File: src/cae_pkg.sv
package cae_pkg;
   // Status register bit positions.
   localparam int FLG_C = 0;
   localparam int FLG_Z = 1;
   localparam int FLG_N = 2;
   localparam int FLG_V = 3;
   localparam int FLG_S = 4;
   localparam int FLG_H = 5;
   // Operand bit positions used by the flag logic, and the width of the word constant.
   localparam int B_MSB = 7;
   localparam int B_NIB = 3;
   localparam int W_MSB = 15;
   localparam int WIMM_W = 6;
   // Reset values.
   localparam logic [7:0] SREG_RST = 8'h00;
   localparam logic [15:0] PC_RST = 16'h0000;
   // Program counter steps, in instruction words.
   localparam logic [15:0] PC_STEP = 16'h0001;
   localparam logic [15:0] SKIP_SHORT = 16'h0002;
   localparam logic [15:0] SKIP_LONG = 16'h0003;
   // Execution lengths in clocks.
   localparam logic [1:0] CYC_ONE = 2'h1;
   localparam logic [1:0] CYC_TWO = 2'h2;
   localparam logic [1:0] CYC_THREE = 2'h3;
   // Operations presented by the decoder.
   typedef enum logic [4:0] {
      OP_ADD = 5'h00, OP_ADC = 5'h01, OP_SUB = 5'h02, OP_SBC = 5'h03,
      OP_WADD = 5'h04, OP_WSUB = 5'h05, OP_AND = 5'h06, OP_OR = 5'h07,
      OP_EOR = 5'h08, OP_SETB = 5'h09, OP_CLRB = 5'h0A, OP_ZMCHK = 5'h0B,
      OP_MUL = 5'h0C, OP_MULS = 5'h0D, OP_MIXMUL = 5'h0E, OP_FMUL = 5'h0F,
      OP_FMULS = 5'h10, OP_MIXFMUL = 5'h11, OP_PJMP = 5'h12,
      OP_PCALL = 5'h13, OP_CSKIP = 5'h14
   } cae_op_e;
   // Sequencer states, Gray coded along idle, hold, last.
   typedef enum logic [1:0] {
      ST_IDLE = 2'b00,
      ST_HOLD = 2'b01,
      ST_LAST = 2'b11
   } cae_st_e;
endpackage : cae_pkg

File: src/cae_exec.sv
// How it works
// - Add two registers plus carry, update Z C N V H, in one clock.
// - Word add or subtract of a constant updates Z C N V S in two clocks.
// - Subtract a register, with carry if asked, Z C N V H, in one clock.
// - Subtract a constant from a register, update Z C N V H, one clock.
// - Subtract a constant and carry from a register, five flags, one clock.
// - AND, OR and XOR with a register or constant set only Z N V, one clock.
// - Set bits by ORing a mask, clear by ANDing its complement, one clock.
// - The test leaves the register unchanged and updates Z N V in one clock.
// - Multiply unsigned, signed or mixed into R1:R0, Z and C, two clocks.
// - Fractional multiplies shift the product left by one into R1:R0.
// - The pointer jump loads the PC from Z, no flags, in two clocks.
// - The pointer call pushes the return and jumps to Z in three clocks.
// - Compare-skip skips the next instruction if equal, 1 to 3 clocks.
`timescale 1ns/1ps
module cae_exec (
   input wire logic clk,
   input wire logic sys_rst,
   input wire logic op_valid,
   input wire logic [4:0] op_code,
   input wire logic use_imm,
   input wire logic [7:0] rd_val,
   input wire logic [7:0] rd_hi_val,
   input wire logic [7:0] rr_val,
   input wire logic [7:0] imm,
   input wire logic [15:0] z_ptr,
   input wire logic next_long,
   output logic busy_r,
   output logic done_r,
   output logic wr_en_r,
   output logic wr_word_r,
   output logic wr_prod_r,
   output logic [15:0] wr_data_r,
   output logic push_en_r,
   output logic [7:0] sreg_r,
   output logic [15:0] pc_r
);
   cae_pkg::cae_st_e st_r, st_nxt;
   cae_pkg::cae_op_e op;
   logic [7:0] opb, r8, c_sreg, p_sreg_r, p_sreg_nxt, sreg_nxt;
   logic [15:0] c_wd, c_pc, wd_in, wk, w16, m_res;
   logic [15:0] p_wd_r, p_wd_nxt, p_pc_r, p_pc_nxt, pc_nxt, wr_data_nxt;
   logic [1:0] cyc;
   logic c_we, c_ww, c_wp, c_psh, m_sa, m_sb, m_fr, m_c, wsub;
   logic p_we_r, p_we_nxt, p_ww_r, p_ww_nxt, p_wp_r, p_wp_nxt;
   logic p_psh_r, p_psh_nxt, acc, commit, from_pend;
   logic busy_nxt, done_nxt, wr_en_nxt, wr_word_nxt, wr_prod_nxt, push_nxt;

   // Flags for byte add or subtract; S is not touched by these forms.
   function automatic logic [7:0] arith8(input logic [7:0] s,
      input logic [7:0] a, input logic [7:0] b, input logic [7:0] r,
      input logic sub);
      logic [7:0] o;
      logic [7:0] ae;
      logic [7:0] re;
      logic [7:0] cy;
      o = s;
      ae = sub ? ~a : a;
      re = sub ? r : ~r;
      cy = (ae & b) | ((ae | b) & re);
      o[cae_pkg::FLG_C] = cy[cae_pkg::B_MSB];
      o[cae_pkg::FLG_H] = cy[cae_pkg::B_NIB];
      o[cae_pkg::FLG_Z] = (r == 8'h00);
      o[cae_pkg::FLG_N] = r[cae_pkg::B_MSB];
      o[cae_pkg::FLG_V] = (a[cae_pkg::B_MSB] ^ r[cae_pkg::B_MSB]) &
         (sub ^ (a[cae_pkg::B_MSB] ~^ b[cae_pkg::B_MSB]));
      return o;
   endfunction : arith8

   // Flags for logic results: V cleared, Z and N from the result.
   function automatic logic [7:0] logic8(input logic [7:0] s,
      input logic [7:0] r);
      logic [7:0] o;
      o = s;
      o[cae_pkg::FLG_Z] = (r == 8'h00);
      o[cae_pkg::FLG_N] = r[cae_pkg::B_MSB];
      o[cae_pkg::FLG_V] = 1'b0;
      return o;
   endfunction : logic8

   assign op = cae_pkg::cae_op_e'(op_code);
   assign opb = use_imm ? imm : rr_val;
   assign wd_in = {rd_hi_val, rd_val};
   assign wk = {{(16 - cae_pkg::WIMM_W){1'b0}}, imm[cae_pkg::WIMM_W-1:0]};
   assign wsub = (op == cae_pkg::OP_WSUB);
   assign w16 = wsub ? wd_in - wk : wd_in + wk;
   // Multiplier controls follow the operation alone; kept apart from the
   // result process so that the product never loops back into it.
   assign m_sa = op inside {cae_pkg::OP_MULS, cae_pkg::OP_MIXMUL,
      cae_pkg::OP_FMULS, cae_pkg::OP_MIXFMUL};
   assign m_sb = op inside {cae_pkg::OP_MULS, cae_pkg::OP_FMULS};
   assign m_fr = op inside {cae_pkg::OP_FMUL, cae_pkg::OP_FMULS,
      cae_pkg::OP_MIXFMUL};

   cae_mul u_mul (
      .mul_a(rd_val),
      .mul_b(rr_val),
      .a_signed(m_sa),
      .b_signed(m_sb),
      .frac(m_fr),
      .mul_res(m_res),
      .mul_carry(m_c)
   );

   // Result, flags, program counter and length of the presented operation.
   always_comb
   begin
      r8 = 8'h00;
      c_sreg = sreg_r;
      c_wd = 16'h0000;
      c_pc = pc_r + cae_pkg::PC_STEP;
      c_we = 1'b0;
      c_ww = 1'b0;
      c_wp = 1'b0;
      c_psh = 1'b0;
      cyc = cae_pkg::CYC_ONE;
      case (op)
         cae_pkg::OP_ADD, cae_pkg::OP_ADC:
         begin
            r8 = rd_val + opb + {7'h00, (op == cae_pkg::OP_ADC) &
               sreg_r[cae_pkg::FLG_C]};
            c_sreg = arith8(sreg_r, rd_val, opb, r8, 1'b0);
            c_we = 1'b1;
         end
         cae_pkg::OP_SUB, cae_pkg::OP_SBC:
         begin
            // Immediate forms take the constant through opb.
            r8 = rd_val - opb - {7'h00, (op == cae_pkg::OP_SBC) &
               sreg_r[cae_pkg::FLG_C]};
            c_sreg = arith8(sreg_r, rd_val, opb, r8, 1'b1);
            c_we = 1'b1;
         end
         cae_pkg::OP_WADD, cae_pkg::OP_WSUB:
         begin
            c_wd = w16;
            c_ww = 1'b1;
            cyc = cae_pkg::CYC_TWO;
            c_sreg[cae_pkg::FLG_Z] = (w16 == 16'h0000);
            c_sreg[cae_pkg::FLG_N] = w16[cae_pkg::W_MSB];
            c_sreg[cae_pkg::FLG_V] = wsub ?
               wd_in[cae_pkg::W_MSB] & ~w16[cae_pkg::W_MSB] :
               ~wd_in[cae_pkg::W_MSB] & w16[cae_pkg::W_MSB];
            c_sreg[cae_pkg::FLG_C] = wsub ?
               w16[cae_pkg::W_MSB] & ~wd_in[cae_pkg::W_MSB] :
               wd_in[cae_pkg::W_MSB] & ~w16[cae_pkg::W_MSB];
            c_sreg[cae_pkg::FLG_S] = c_sreg[cae_pkg::FLG_N] ^
               c_sreg[cae_pkg::FLG_V];
         end
         cae_pkg::OP_AND, cae_pkg::OP_OR, cae_pkg::OP_EOR,
         cae_pkg::OP_SETB, cae_pkg::OP_CLRB:
         begin
            case (op)
               cae_pkg::OP_AND: r8 = rd_val & opb;
               cae_pkg::OP_EOR: r8 = rd_val ^ opb;
               cae_pkg::OP_CLRB: r8 = rd_val & ~imm;
               cae_pkg::OP_SETB: r8 = rd_val | imm;
               default: r8 = rd_val | opb;
            endcase
            c_sreg = logic8(sreg_r, r8);
            c_we = 1'b1;
         end
         cae_pkg::OP_ZMCHK:
         begin
            // Register stays as it is, so nothing is written back.
            c_sreg = logic8(sreg_r, rd_val & rd_val);
         end
         cae_pkg::OP_MUL, cae_pkg::OP_MULS, cae_pkg::OP_MIXMUL,
         cae_pkg::OP_FMUL, cae_pkg::OP_FMULS, cae_pkg::OP_MIXFMUL:
         begin
            c_wd = m_res;
            c_wp = 1'b1;
            cyc = cae_pkg::CYC_TWO;
            c_sreg[cae_pkg::FLG_Z] = (m_res == 16'h0000);
            c_sreg[cae_pkg::FLG_C] = m_c;
         end
         cae_pkg::OP_PJMP:
         begin
            c_pc = z_ptr;
            cyc = cae_pkg::CYC_TWO;
         end
         cae_pkg::OP_PCALL:
         begin
            // Return address rides on the write data bus with push_en_r.
            c_wd = pc_r + cae_pkg::PC_STEP;
            c_psh = 1'b1;
            c_pc = z_ptr;
            cyc = cae_pkg::CYC_THREE;
         end
         cae_pkg::OP_CSKIP:
         begin
            if (rd_val == rr_val)
            begin
               c_pc = pc_r + (next_long ? cae_pkg::SKIP_LONG :
                  cae_pkg::SKIP_SHORT);
               cyc = next_long ? cae_pkg::CYC_THREE : cae_pkg::CYC_TWO;
            end
         end
         default: c_we = 1'b0;
      endcase
   end

   // Sequencer: one-clock work commits at once, longer work is parked
   // in the pending set so that every output but busy_r changes on the last edge.
   always_comb
   begin
      acc = op_valid && (st_r == cae_pkg::ST_IDLE);
      from_pend = (st_r == cae_pkg::ST_LAST);
      commit = from_pend || (acc && (cyc == cae_pkg::CYC_ONE));
      st_nxt = st_r;
      p_we_nxt = p_we_r;
      p_ww_nxt = p_ww_r;
      p_wp_nxt = p_wp_r;
      p_psh_nxt = p_psh_r;
      p_wd_nxt = p_wd_r;
      p_pc_nxt = p_pc_r;
      p_sreg_nxt = p_sreg_r;
      case (st_r)
         cae_pkg::ST_IDLE:
         begin
            if (acc && (cyc != cae_pkg::CYC_ONE))
            begin
               st_nxt = (cyc == cae_pkg::CYC_TWO) ? cae_pkg::ST_LAST :
                  cae_pkg::ST_HOLD;
               p_we_nxt = c_we;
               p_ww_nxt = c_ww;
               p_wp_nxt = c_wp;
               p_psh_nxt = c_psh;
               p_wd_nxt = c_wd;
               p_pc_nxt = c_pc;
               p_sreg_nxt = c_sreg;
            end
         end
         cae_pkg::ST_HOLD: st_nxt = cae_pkg::ST_LAST;
         cae_pkg::ST_LAST: st_nxt = cae_pkg::ST_IDLE;
         default: st_nxt = cae_pkg::ST_IDLE;
      endcase
      busy_nxt = (st_nxt != cae_pkg::ST_IDLE);
      done_nxt = commit;
      // Write strobes are pulses; sreg and pc hold between commits.
      wr_en_nxt = commit && (from_pend ? p_we_r : c_we);
      wr_word_nxt = commit && (from_pend ? p_ww_r : c_ww);
      wr_prod_nxt = commit && (from_pend ? p_wp_r : c_wp);
      push_nxt = commit && (from_pend ? p_psh_r : c_psh);
      wr_data_nxt = wr_data_r;
      sreg_nxt = sreg_r;
      pc_nxt = pc_r;
      if (commit)
      begin
         wr_data_nxt = from_pend ? p_wd_r : (c_we ? {8'h00, r8} : c_wd);
         sreg_nxt = from_pend ? p_sreg_r : c_sreg;
         pc_nxt = from_pend ? p_pc_r : c_pc;
      end
   end

   // State registers.
   always_ff @(posedge clk)
   begin
      if (sys_rst)
      begin
         st_r <= cae_pkg::ST_IDLE;
         p_we_r <= 1'b0;
         p_ww_r <= 1'b0;
         p_wp_r <= 1'b0;
         p_psh_r <= 1'b0;
         p_wd_r <= 16'h0000;
         p_pc_r <= cae_pkg::PC_RST;
         p_sreg_r <= cae_pkg::SREG_RST;
         busy_r <= 1'b0;
         done_r <= 1'b0;
         wr_en_r <= 1'b0;
         wr_word_r <= 1'b0;
         wr_prod_r <= 1'b0;
         push_en_r <= 1'b0;
         wr_data_r <= 16'h0000;
         sreg_r <= cae_pkg::SREG_RST;
         pc_r <= cae_pkg::PC_RST;
      end
      else
      begin
         st_r <= st_nxt;
         p_we_r <= p_we_nxt;
         p_ww_r <= p_ww_nxt;
         p_wp_r <= p_wp_nxt;
         p_psh_r <= p_psh_nxt;
         p_wd_r <= p_wd_nxt;
         p_pc_r <= p_pc_nxt;
         p_sreg_r <= p_sreg_nxt;
         busy_r <= busy_nxt;
         done_r <= done_nxt;
         wr_en_r <= wr_en_nxt;
         wr_word_r <= wr_word_nxt;
         wr_prod_r <= wr_prod_nxt;
         push_en_r <= push_nxt;
         wr_data_r <= wr_data_nxt;
         sreg_r <= sreg_nxt;
         pc_r <= pc_nxt;
      end
   end
endmodule : cae_exec

File: src/cae_mul.sv
`timescale 1ns/1ps
// Signed or unsigned 8x8 multiplier with optional fractional shift.
module cae_mul (
   input wire logic [7:0] mul_a,
   input wire logic [7:0] mul_b,
   input wire logic a_signed,
   input wire logic b_signed,
   input wire logic frac,
   output logic [15:0] mul_res,
   output logic mul_carry
);
   logic signed [8:0] ext_a;
   logic signed [8:0] ext_b;
   logic signed [17:0] full;
   logic [15:0] raw;

   // A ninth bit carries the sign, so one signed product covers all forms.
   assign ext_a = {a_signed & mul_a[cae_pkg::B_MSB], mul_a};
   assign ext_b = {b_signed & mul_b[cae_pkg::B_MSB], mul_b};
   assign full = 18'(ext_a) * 18'(ext_b);
   assign raw = full[15:0];
   // Carry is taken from the product before the fractional shift.
   assign mul_carry = raw[cae_pkg::W_MSB];
   assign mul_res = frac ? {raw[14:0], 1'b0} : raw;
endmodule : cae_mul

File: config.mk
export PLATFORM = sky130hd
export DESIGN_NAME = cae_exec
export DESIGN_NICKNAME = d
export VERILOG_FILES = /design/src/cae_pkg.sv /design/src/cae_exec.sv /design/src/cae_mul.sv
export SDC_FILE = /design/constraint.sdc
export NUM_CORES = 1
export LEC_CHECK = 0
export ABC_AREA = 1
export BUFFER_PORTS_ARGS = -buffer_cell sky130_fd_sc_hd__buf_4
export CORE_ASPECT_RATIO = 1.25
export CORE_MARGIN = 2
export CORE_UTILIZATION = 33
export CTS_BUF_LIST = sky130_fd_sc_hd__clkbuf_8
export CTS_CLUSTER_SIZE = 14
export DETAILED_ROUTE_END_ITERATION = 10
export GPL_ROUTABILITY_DRIVEN = 0
export PLACE_DENSITY = 0.56
export SYNTH_ARGS = -nofsm -noshare
export SYNTH_HDL_FRONTEND = slang
export SYNTH_SLANG_ARGS = --single-unit
File: constraint.sdc
create_clock -name clk -period 10 [get_ports clk]
set_input_delay 0.5 -clock clk [delete_from_list [all_inputs] [get_ports clk]]
set_output_delay 0.5 -clock clk [all_outputs]
set_load 0.02 [all_outputs]
## Word-level counts from Yosys, hierarchy flattened

Cells that the tools add are included.
Widths: inputs -> output; s select.

| cells by class | value |
|---|---|
| $add $sub $neg | 8 |
| $mul | 1 |
| divide/modulo/power cells | 0 |
| magnitude comparators | 0 |
| equal/unequal tests | 26 |
| shift-type cells | 0 |
| multiplexer cells | 33 |
| bitwise logic cells | 30 |
| reductions and logical operators | 29 |

Operators by type and width:

| operator | count |
|---|---|
| $mux 16 | 6 |
| $and 8x8->8 | 6 |
| $pmux 16 s3 | 1 |
| $eq 5x4->1 const B | 8 |
| $or 8x8->8 | 5 |
| $logic_not 16->1 | 2 |
| $logic_not 8->1 | 4 |
| $pmux 16 s2 | 1 |
| $pmux 8 s4 | 1 |
| $eq 5x5->1 const B | 5 |
| $mux 8 | 3 |
| $not 8->8 | 3 |
| $pmux 8 s3 | 1 |
| $eq 5x3->1 const B | 4 |
| $reduce_or 9->1 | 2 |
| $add 16x1->16 const B | 1 |
| $add 16x2->16 | 1 |
| $add 16x6->16 | 1 |
| $mul 9x9->16 | 1 |
| $sub 16x6->16 | 1 |
| $pmux 3 s5 | 1 |
| $mux 1 | 12 |
| $pmux 2 s6 | 1 |
| $eq 5x2->1 const B | 2 |
| other kinds (29) | 54 |

| storage, ports and cells | value |
|---|---|
| register bits after elaboration | 92 |
| bits in latches | 0 |
| memory bits (writable) | 0 |
| bits in read-only memories | 0 |
| input bits | 58 |
| output and inout port bits | 46 |
| memories | 0 |

## Longest topological paths before layout

| logic depth | value |
|---|---|
| word-level depth | 8 |
| depth in mapped cells | 32 |
| mapped depth without buffers | 31 |

## Modules after synthesis

From an unflattened synthesis, not the netlist that was laid out.

| unflattened totals | value |
|---|---|
| cells, all modules | 1792 |
| area total of the unflattened synthesis | 11327.1 um^2 |

Modules (own cells, without submodules):

| module | instances | cells each | area each (um^2) | sequential area each (um^2) |
|---|---|---|---|---|
| cae_exec | 1 | 1329 | 8121.5 | 1841.8 |
| cae_mul | 1 | 463 | 3205.6 | 0.0 |

## Worst setup path after synthesis

No wires, ideal clock.

| path | value |
|---|---|
| path kind | input -> register |
| start | in op_code[0] |
| end | reg sreg_r[1] |
| setup time | 0.071 ns |
| arrival time | 5.663 ns |
| setup slack | 4.266 ns |
| stages | 31 |
| path buffers | 1 |
| cells stage by stage | buf_4 > inv_1 > nor2_1 > nand2_1 > nand3_1 > nand2_1 > inv_1 > nand2_1 > fa_1 > fa_1 > inv_1 > fa_1 > fa_1 > inv_1 > fa_1 > inv_1 > ha_1 > nand2_1 > inv_1 > nand2_1 > nand3_1 > or2_2 > nand3_1 > nand2_1 > nor2_1 > nand3_1 > nor2_1 > nand2_1 > nand4_1 > nand2_1 > a21oi_1 |

| on the way | value |
|---|---|
| word-level cells in the longest chain between the ends | 8 |

Ends and longest elaborated chain:

| what | RTL line | source |
|---|---|---|
| start, declared | cae_exec.sv:20 | `input wire logic [4:0] op_code,` |
| $eq 5x4->1, or another cell as far along | cae_exec.sv:89, cae_exec.sv:91, cae_exec.sv:117 |  |
| $reduce_bool 4->1 / $reduce_bool 2->1 (equally long branches) | cae_exec.sv:89, cae_exec.sv:91 |  |
| $and 1x1->1, on equally long branches | cae_mul.sv:18, cae_mul.sv:19 |  |
| $mul 9x9->16 | cae_mul.sv:20 | `assign full = 18'(ext_a) * 18'(ext_b);` |
| $mux 16 | cae_mul.sv:24 | `assign mul_res = frac ? {raw[14:0], 1'b0} : raw;` |
| $logic_not 16->1 | cae_exec.sv:173 | `c_sreg[cae_pkg::FLG_Z] = (m_res == 16'h0000);` |
| $pmux 2 s6 | cae_exec.sv:117 | `case (op)` |
| $mux 8 | cae_exec.sv:250 | `sreg_nxt = from_pend ? p_sreg_r : c_sreg;` |
| end signal, assigned | cae_exec.sv:275 | `sreg_r <= cae_pkg::SREG_RST;` |
| end signal, assigned | cae_exec.sv:295 | `sreg_r <= sreg_nxt;` |
| end, declared | cae_exec.sv:35 | `output logic [7:0] sreg_r,` |

Several ways; a longest one is shown, not always the timed one. The select of a mux whose other input is x is not followed.
A chain may end at the register's enable or synchronous reset.

## Worst setup path after layout

Same ends and word-level chain as after synthesis.

==> metrics.txt <==
largest family of logic cells by synthesized area=simple AND/OR/NAND/NOR gates; Final Power=0.00157 W; max-cap check violation count=0; share of layout cells above drive strength 1=0.0931; GRT Util Overall=0.208; Die H=roughly 210 um; antenna viol nets, final=0; CTS resizes=0; Post-DP Area=12,200 um^2; pwr/cell area=~130 nW/um^2; # Post-CTS Setup Buffers=0; biggest area consumer among synthesized cells=dfxtp_1; post-synth top area share=0.165; vias in the first global route=between 10,000 and 15,000; cts bufs inserted=9; clock latency on the worst-skew pair=around 370 ps; WL/cell=between 15 and 20 um; Achievable Freq=roughly 170 MHz; Seq/Total Area, Yosys=0.165; I/O Pins=about 100; Root Driver=clkbuf_8; clock buffer depth=2; row count=75; count leader, synth=nand2_1; mux share of post-synthesis cell area=0; pin count of the biggest net entering global routing=50; Vias=11,300; first-pass GRT wire length=just under 60,000 um; CTS tree=done; final net count=1,981; Slew @ Worst Pin=slightly above 900 ps; most instantiated cells after synthesis=411 x nand2_1, 311 x inv_1, 148 x nor2_1; Clock Skew=15.5 ps; Yosys cell types=between 50 and 60; Cells after Synth=~1,700; setup TNS=0 ps; FILL cells=roughly 3,700; Final Setup Violations=0; ys async rst share=0; Hold Buf Count CTS=0; post-synthesis adder-cell area fraction=0.232; Layout area overhead=11.3%; worst vdd ir=between 0.06 and 0.07 mV; Post-Syn Area=between 10,000 and 15,000 um^2; WP data required=10,290 ps; Synth Register Bits=slightly above 90; die area=approximately 35,000 um^2; # diodes=0; max incr delay on CP=approximately 540 ps; Worst Hold Class=register to register; ys flop type=dfxtp_1; syn_area_per_cell=roughly 6.6 um^2; Lkg Pwr=6.24 nW; setup ws final=4120 ps; post-place setup slack=around 3700 ps; Num Clock Sinks=92; grt ovf=0; Iteration-0 DRC Markers=between 800 and 900; router iterations before antenna repair=6; final period utilization=0.588; top post-synthesis cells by area=dfxtp_1 17%, nand2_1 14%, fa_1 13%; slowest CP cell=fa_1; crit path DAT=approximately 6200 ps; total wire length=approximately 37,000 um; xor-xnor portion of the synthesized cell area=0.0360; I/O Buffers=103; number of synthesized flops with an enable pin=0; core box area=around 33,000 um^2; final number of max-transition violations=0; RSZ-0062 raised after global routing=no; WS Path Type=input pin to register; DRC=0; CP most frequent cell=nand2_1; Startpoint Class=input pin; final hold violations=0; crit path time final=just under 6000 ps; clock-pin slew on the worst setup and hold paths=about 90 ps; Die X=~170 um; initial core utilization=0.334; Crit Path Max Fanout=8; post-synthesis net count=approximately 1,900; post-route cell area=about 12,000 um^2; Simple-Gate Fraction of Synth Area=0.281; synth warn=0; max_slew headroom=0.379; Synth Area in Compound Gates=0.149; HPWL Detailed=30,000 um; critical path capture point type=register; via/cell ratio=about 5.2; status=complete, no violations; H-tree Lvls=3; antenna violations before repair=0
-- placed cells by master (no fill, tap or decap), types with 3 or more instances in the layout --
master,synthesis,final
nand2_1,411,411
inv_1,311,311
nor2_1,148,148
buf_4,9,109
nand3_1,99,99
o21ai_0,99,99
ha_1,95,95
dfxtp_1,92,92
a21oi_1,77,77
fa_1,70,70
xor2_1,34,34
nand4_1,25,25
o221ai_1,19,19
a31oi_1,17,17
nor3_1,15,15
o211ai_1,14,14
o22ai_1,13,13
o21ai_1,12,12
xnor2_1,10,10
inv_2,9,9
clkbuf_8,0,9
nand3b_1,7,7
o31ai_1,6,6
nand2_2,5,5
or2_2,4,4
inv_6,1,4
o2111ai_1,4,4
nor2_4,3,3
nor2_2,3,3
clkinv_1,3,3
o21bai_1,3,3
a211oi_2,3,3
a22oi_1,3,3
a221oi_1,3,3
-- path summary, 6_finish.rpt --
kind	start	end	slack, ps	depth (start not counted)
hold / removal	p_wp_r	wr_prod_r	440	2
hold reg to reg	p_wp_r	wr_prod_r	440	2
setup reg to reg	sreg_r[0]	sreg_r[0]	6210	15
setup / recovery	op_code[0]	sreg_r[1]	4120	31
-- logic make-up (layout without fill, tap and decap cells) --
| kind of cell | count (synthesis) | count (layout) |
|---|---|---|
| flip-flops | 92 | 92 |
| adder cells (fa/ha/maj) | 165 | 165 |
| AND/OR/NAND/NOR | 730 | 730 |
| AO/OA/AOI/OAI | 281 | 281 |
| XOR/XNOR | 45 | 45 |
| buffers and inverters | 385 | 449 |
-- worst max-delay path: cells and delay by family --
kind	cells	cell delay, ps
adders and majority gates	6	2910
and+or+nand+nor	17	2010
buffers and inverters	7	560
AOI/OAI and AO/OA	1	130
-- through the flow --
step / util / instances / hold WS, ps
2_1_floorplan: - / 1698 / 416
3_3_place_gp: 0.365 / 2170 / 428
3_5_place_dp: 0.365 / 2170 / 431
4_1_cts: 0.371 / 2185 / 446
5_1_grt: 0.371 / 2185 / 460
6_report: 0.371 / 2185 / 444
-- report_power, final --
| part | leakage [nW] | total, W | internal (W) | switching (W) |
|---|---|---|---|---|
| Sequential | 0.748 | 0.000402 | 0.000388 | 0.0000146 |
| Combinational | 5.40 | 0.000912 | 0.000326 | 0.000587 |
| Clock | 0.0927 | 0.000258 | 0.000117 | 0.000141 |
-- registers in the layout (all words and copies together), names as in the netlist, 2 cells and up --
| signal | cells |
|---|---|
| p_sreg_r | 8 |
| p_pc_r | 16 |
| sreg_r | 8 |
| wr_data_r | 16 |
| p_wd_r | 16 |
| st_r | 2 |
| pc_r | 16 |
-- routing by layer --
metal | global-route usage | routed length [um]
met1 | 0.267 | 15800
met2 | 0.365 | 17700
met3 | 0.0255 | 2180
met4 | 0.0645 | 1080
met5 | 0 | 0
-- cell type report --
class                   instances  area, um^2  share of cell area
clock buffers                   9         124             0.00999
clock inverters                 6        71.3             0.00575
inverters                     325        1230              0.0990
multi-input cells            1221        7780               0.628
flip-flops and latches         92        1840               0.149
well taps                     423         529              0.0427
repair buffers                109         818              0.0660
(Power assumes the default switching activity.)
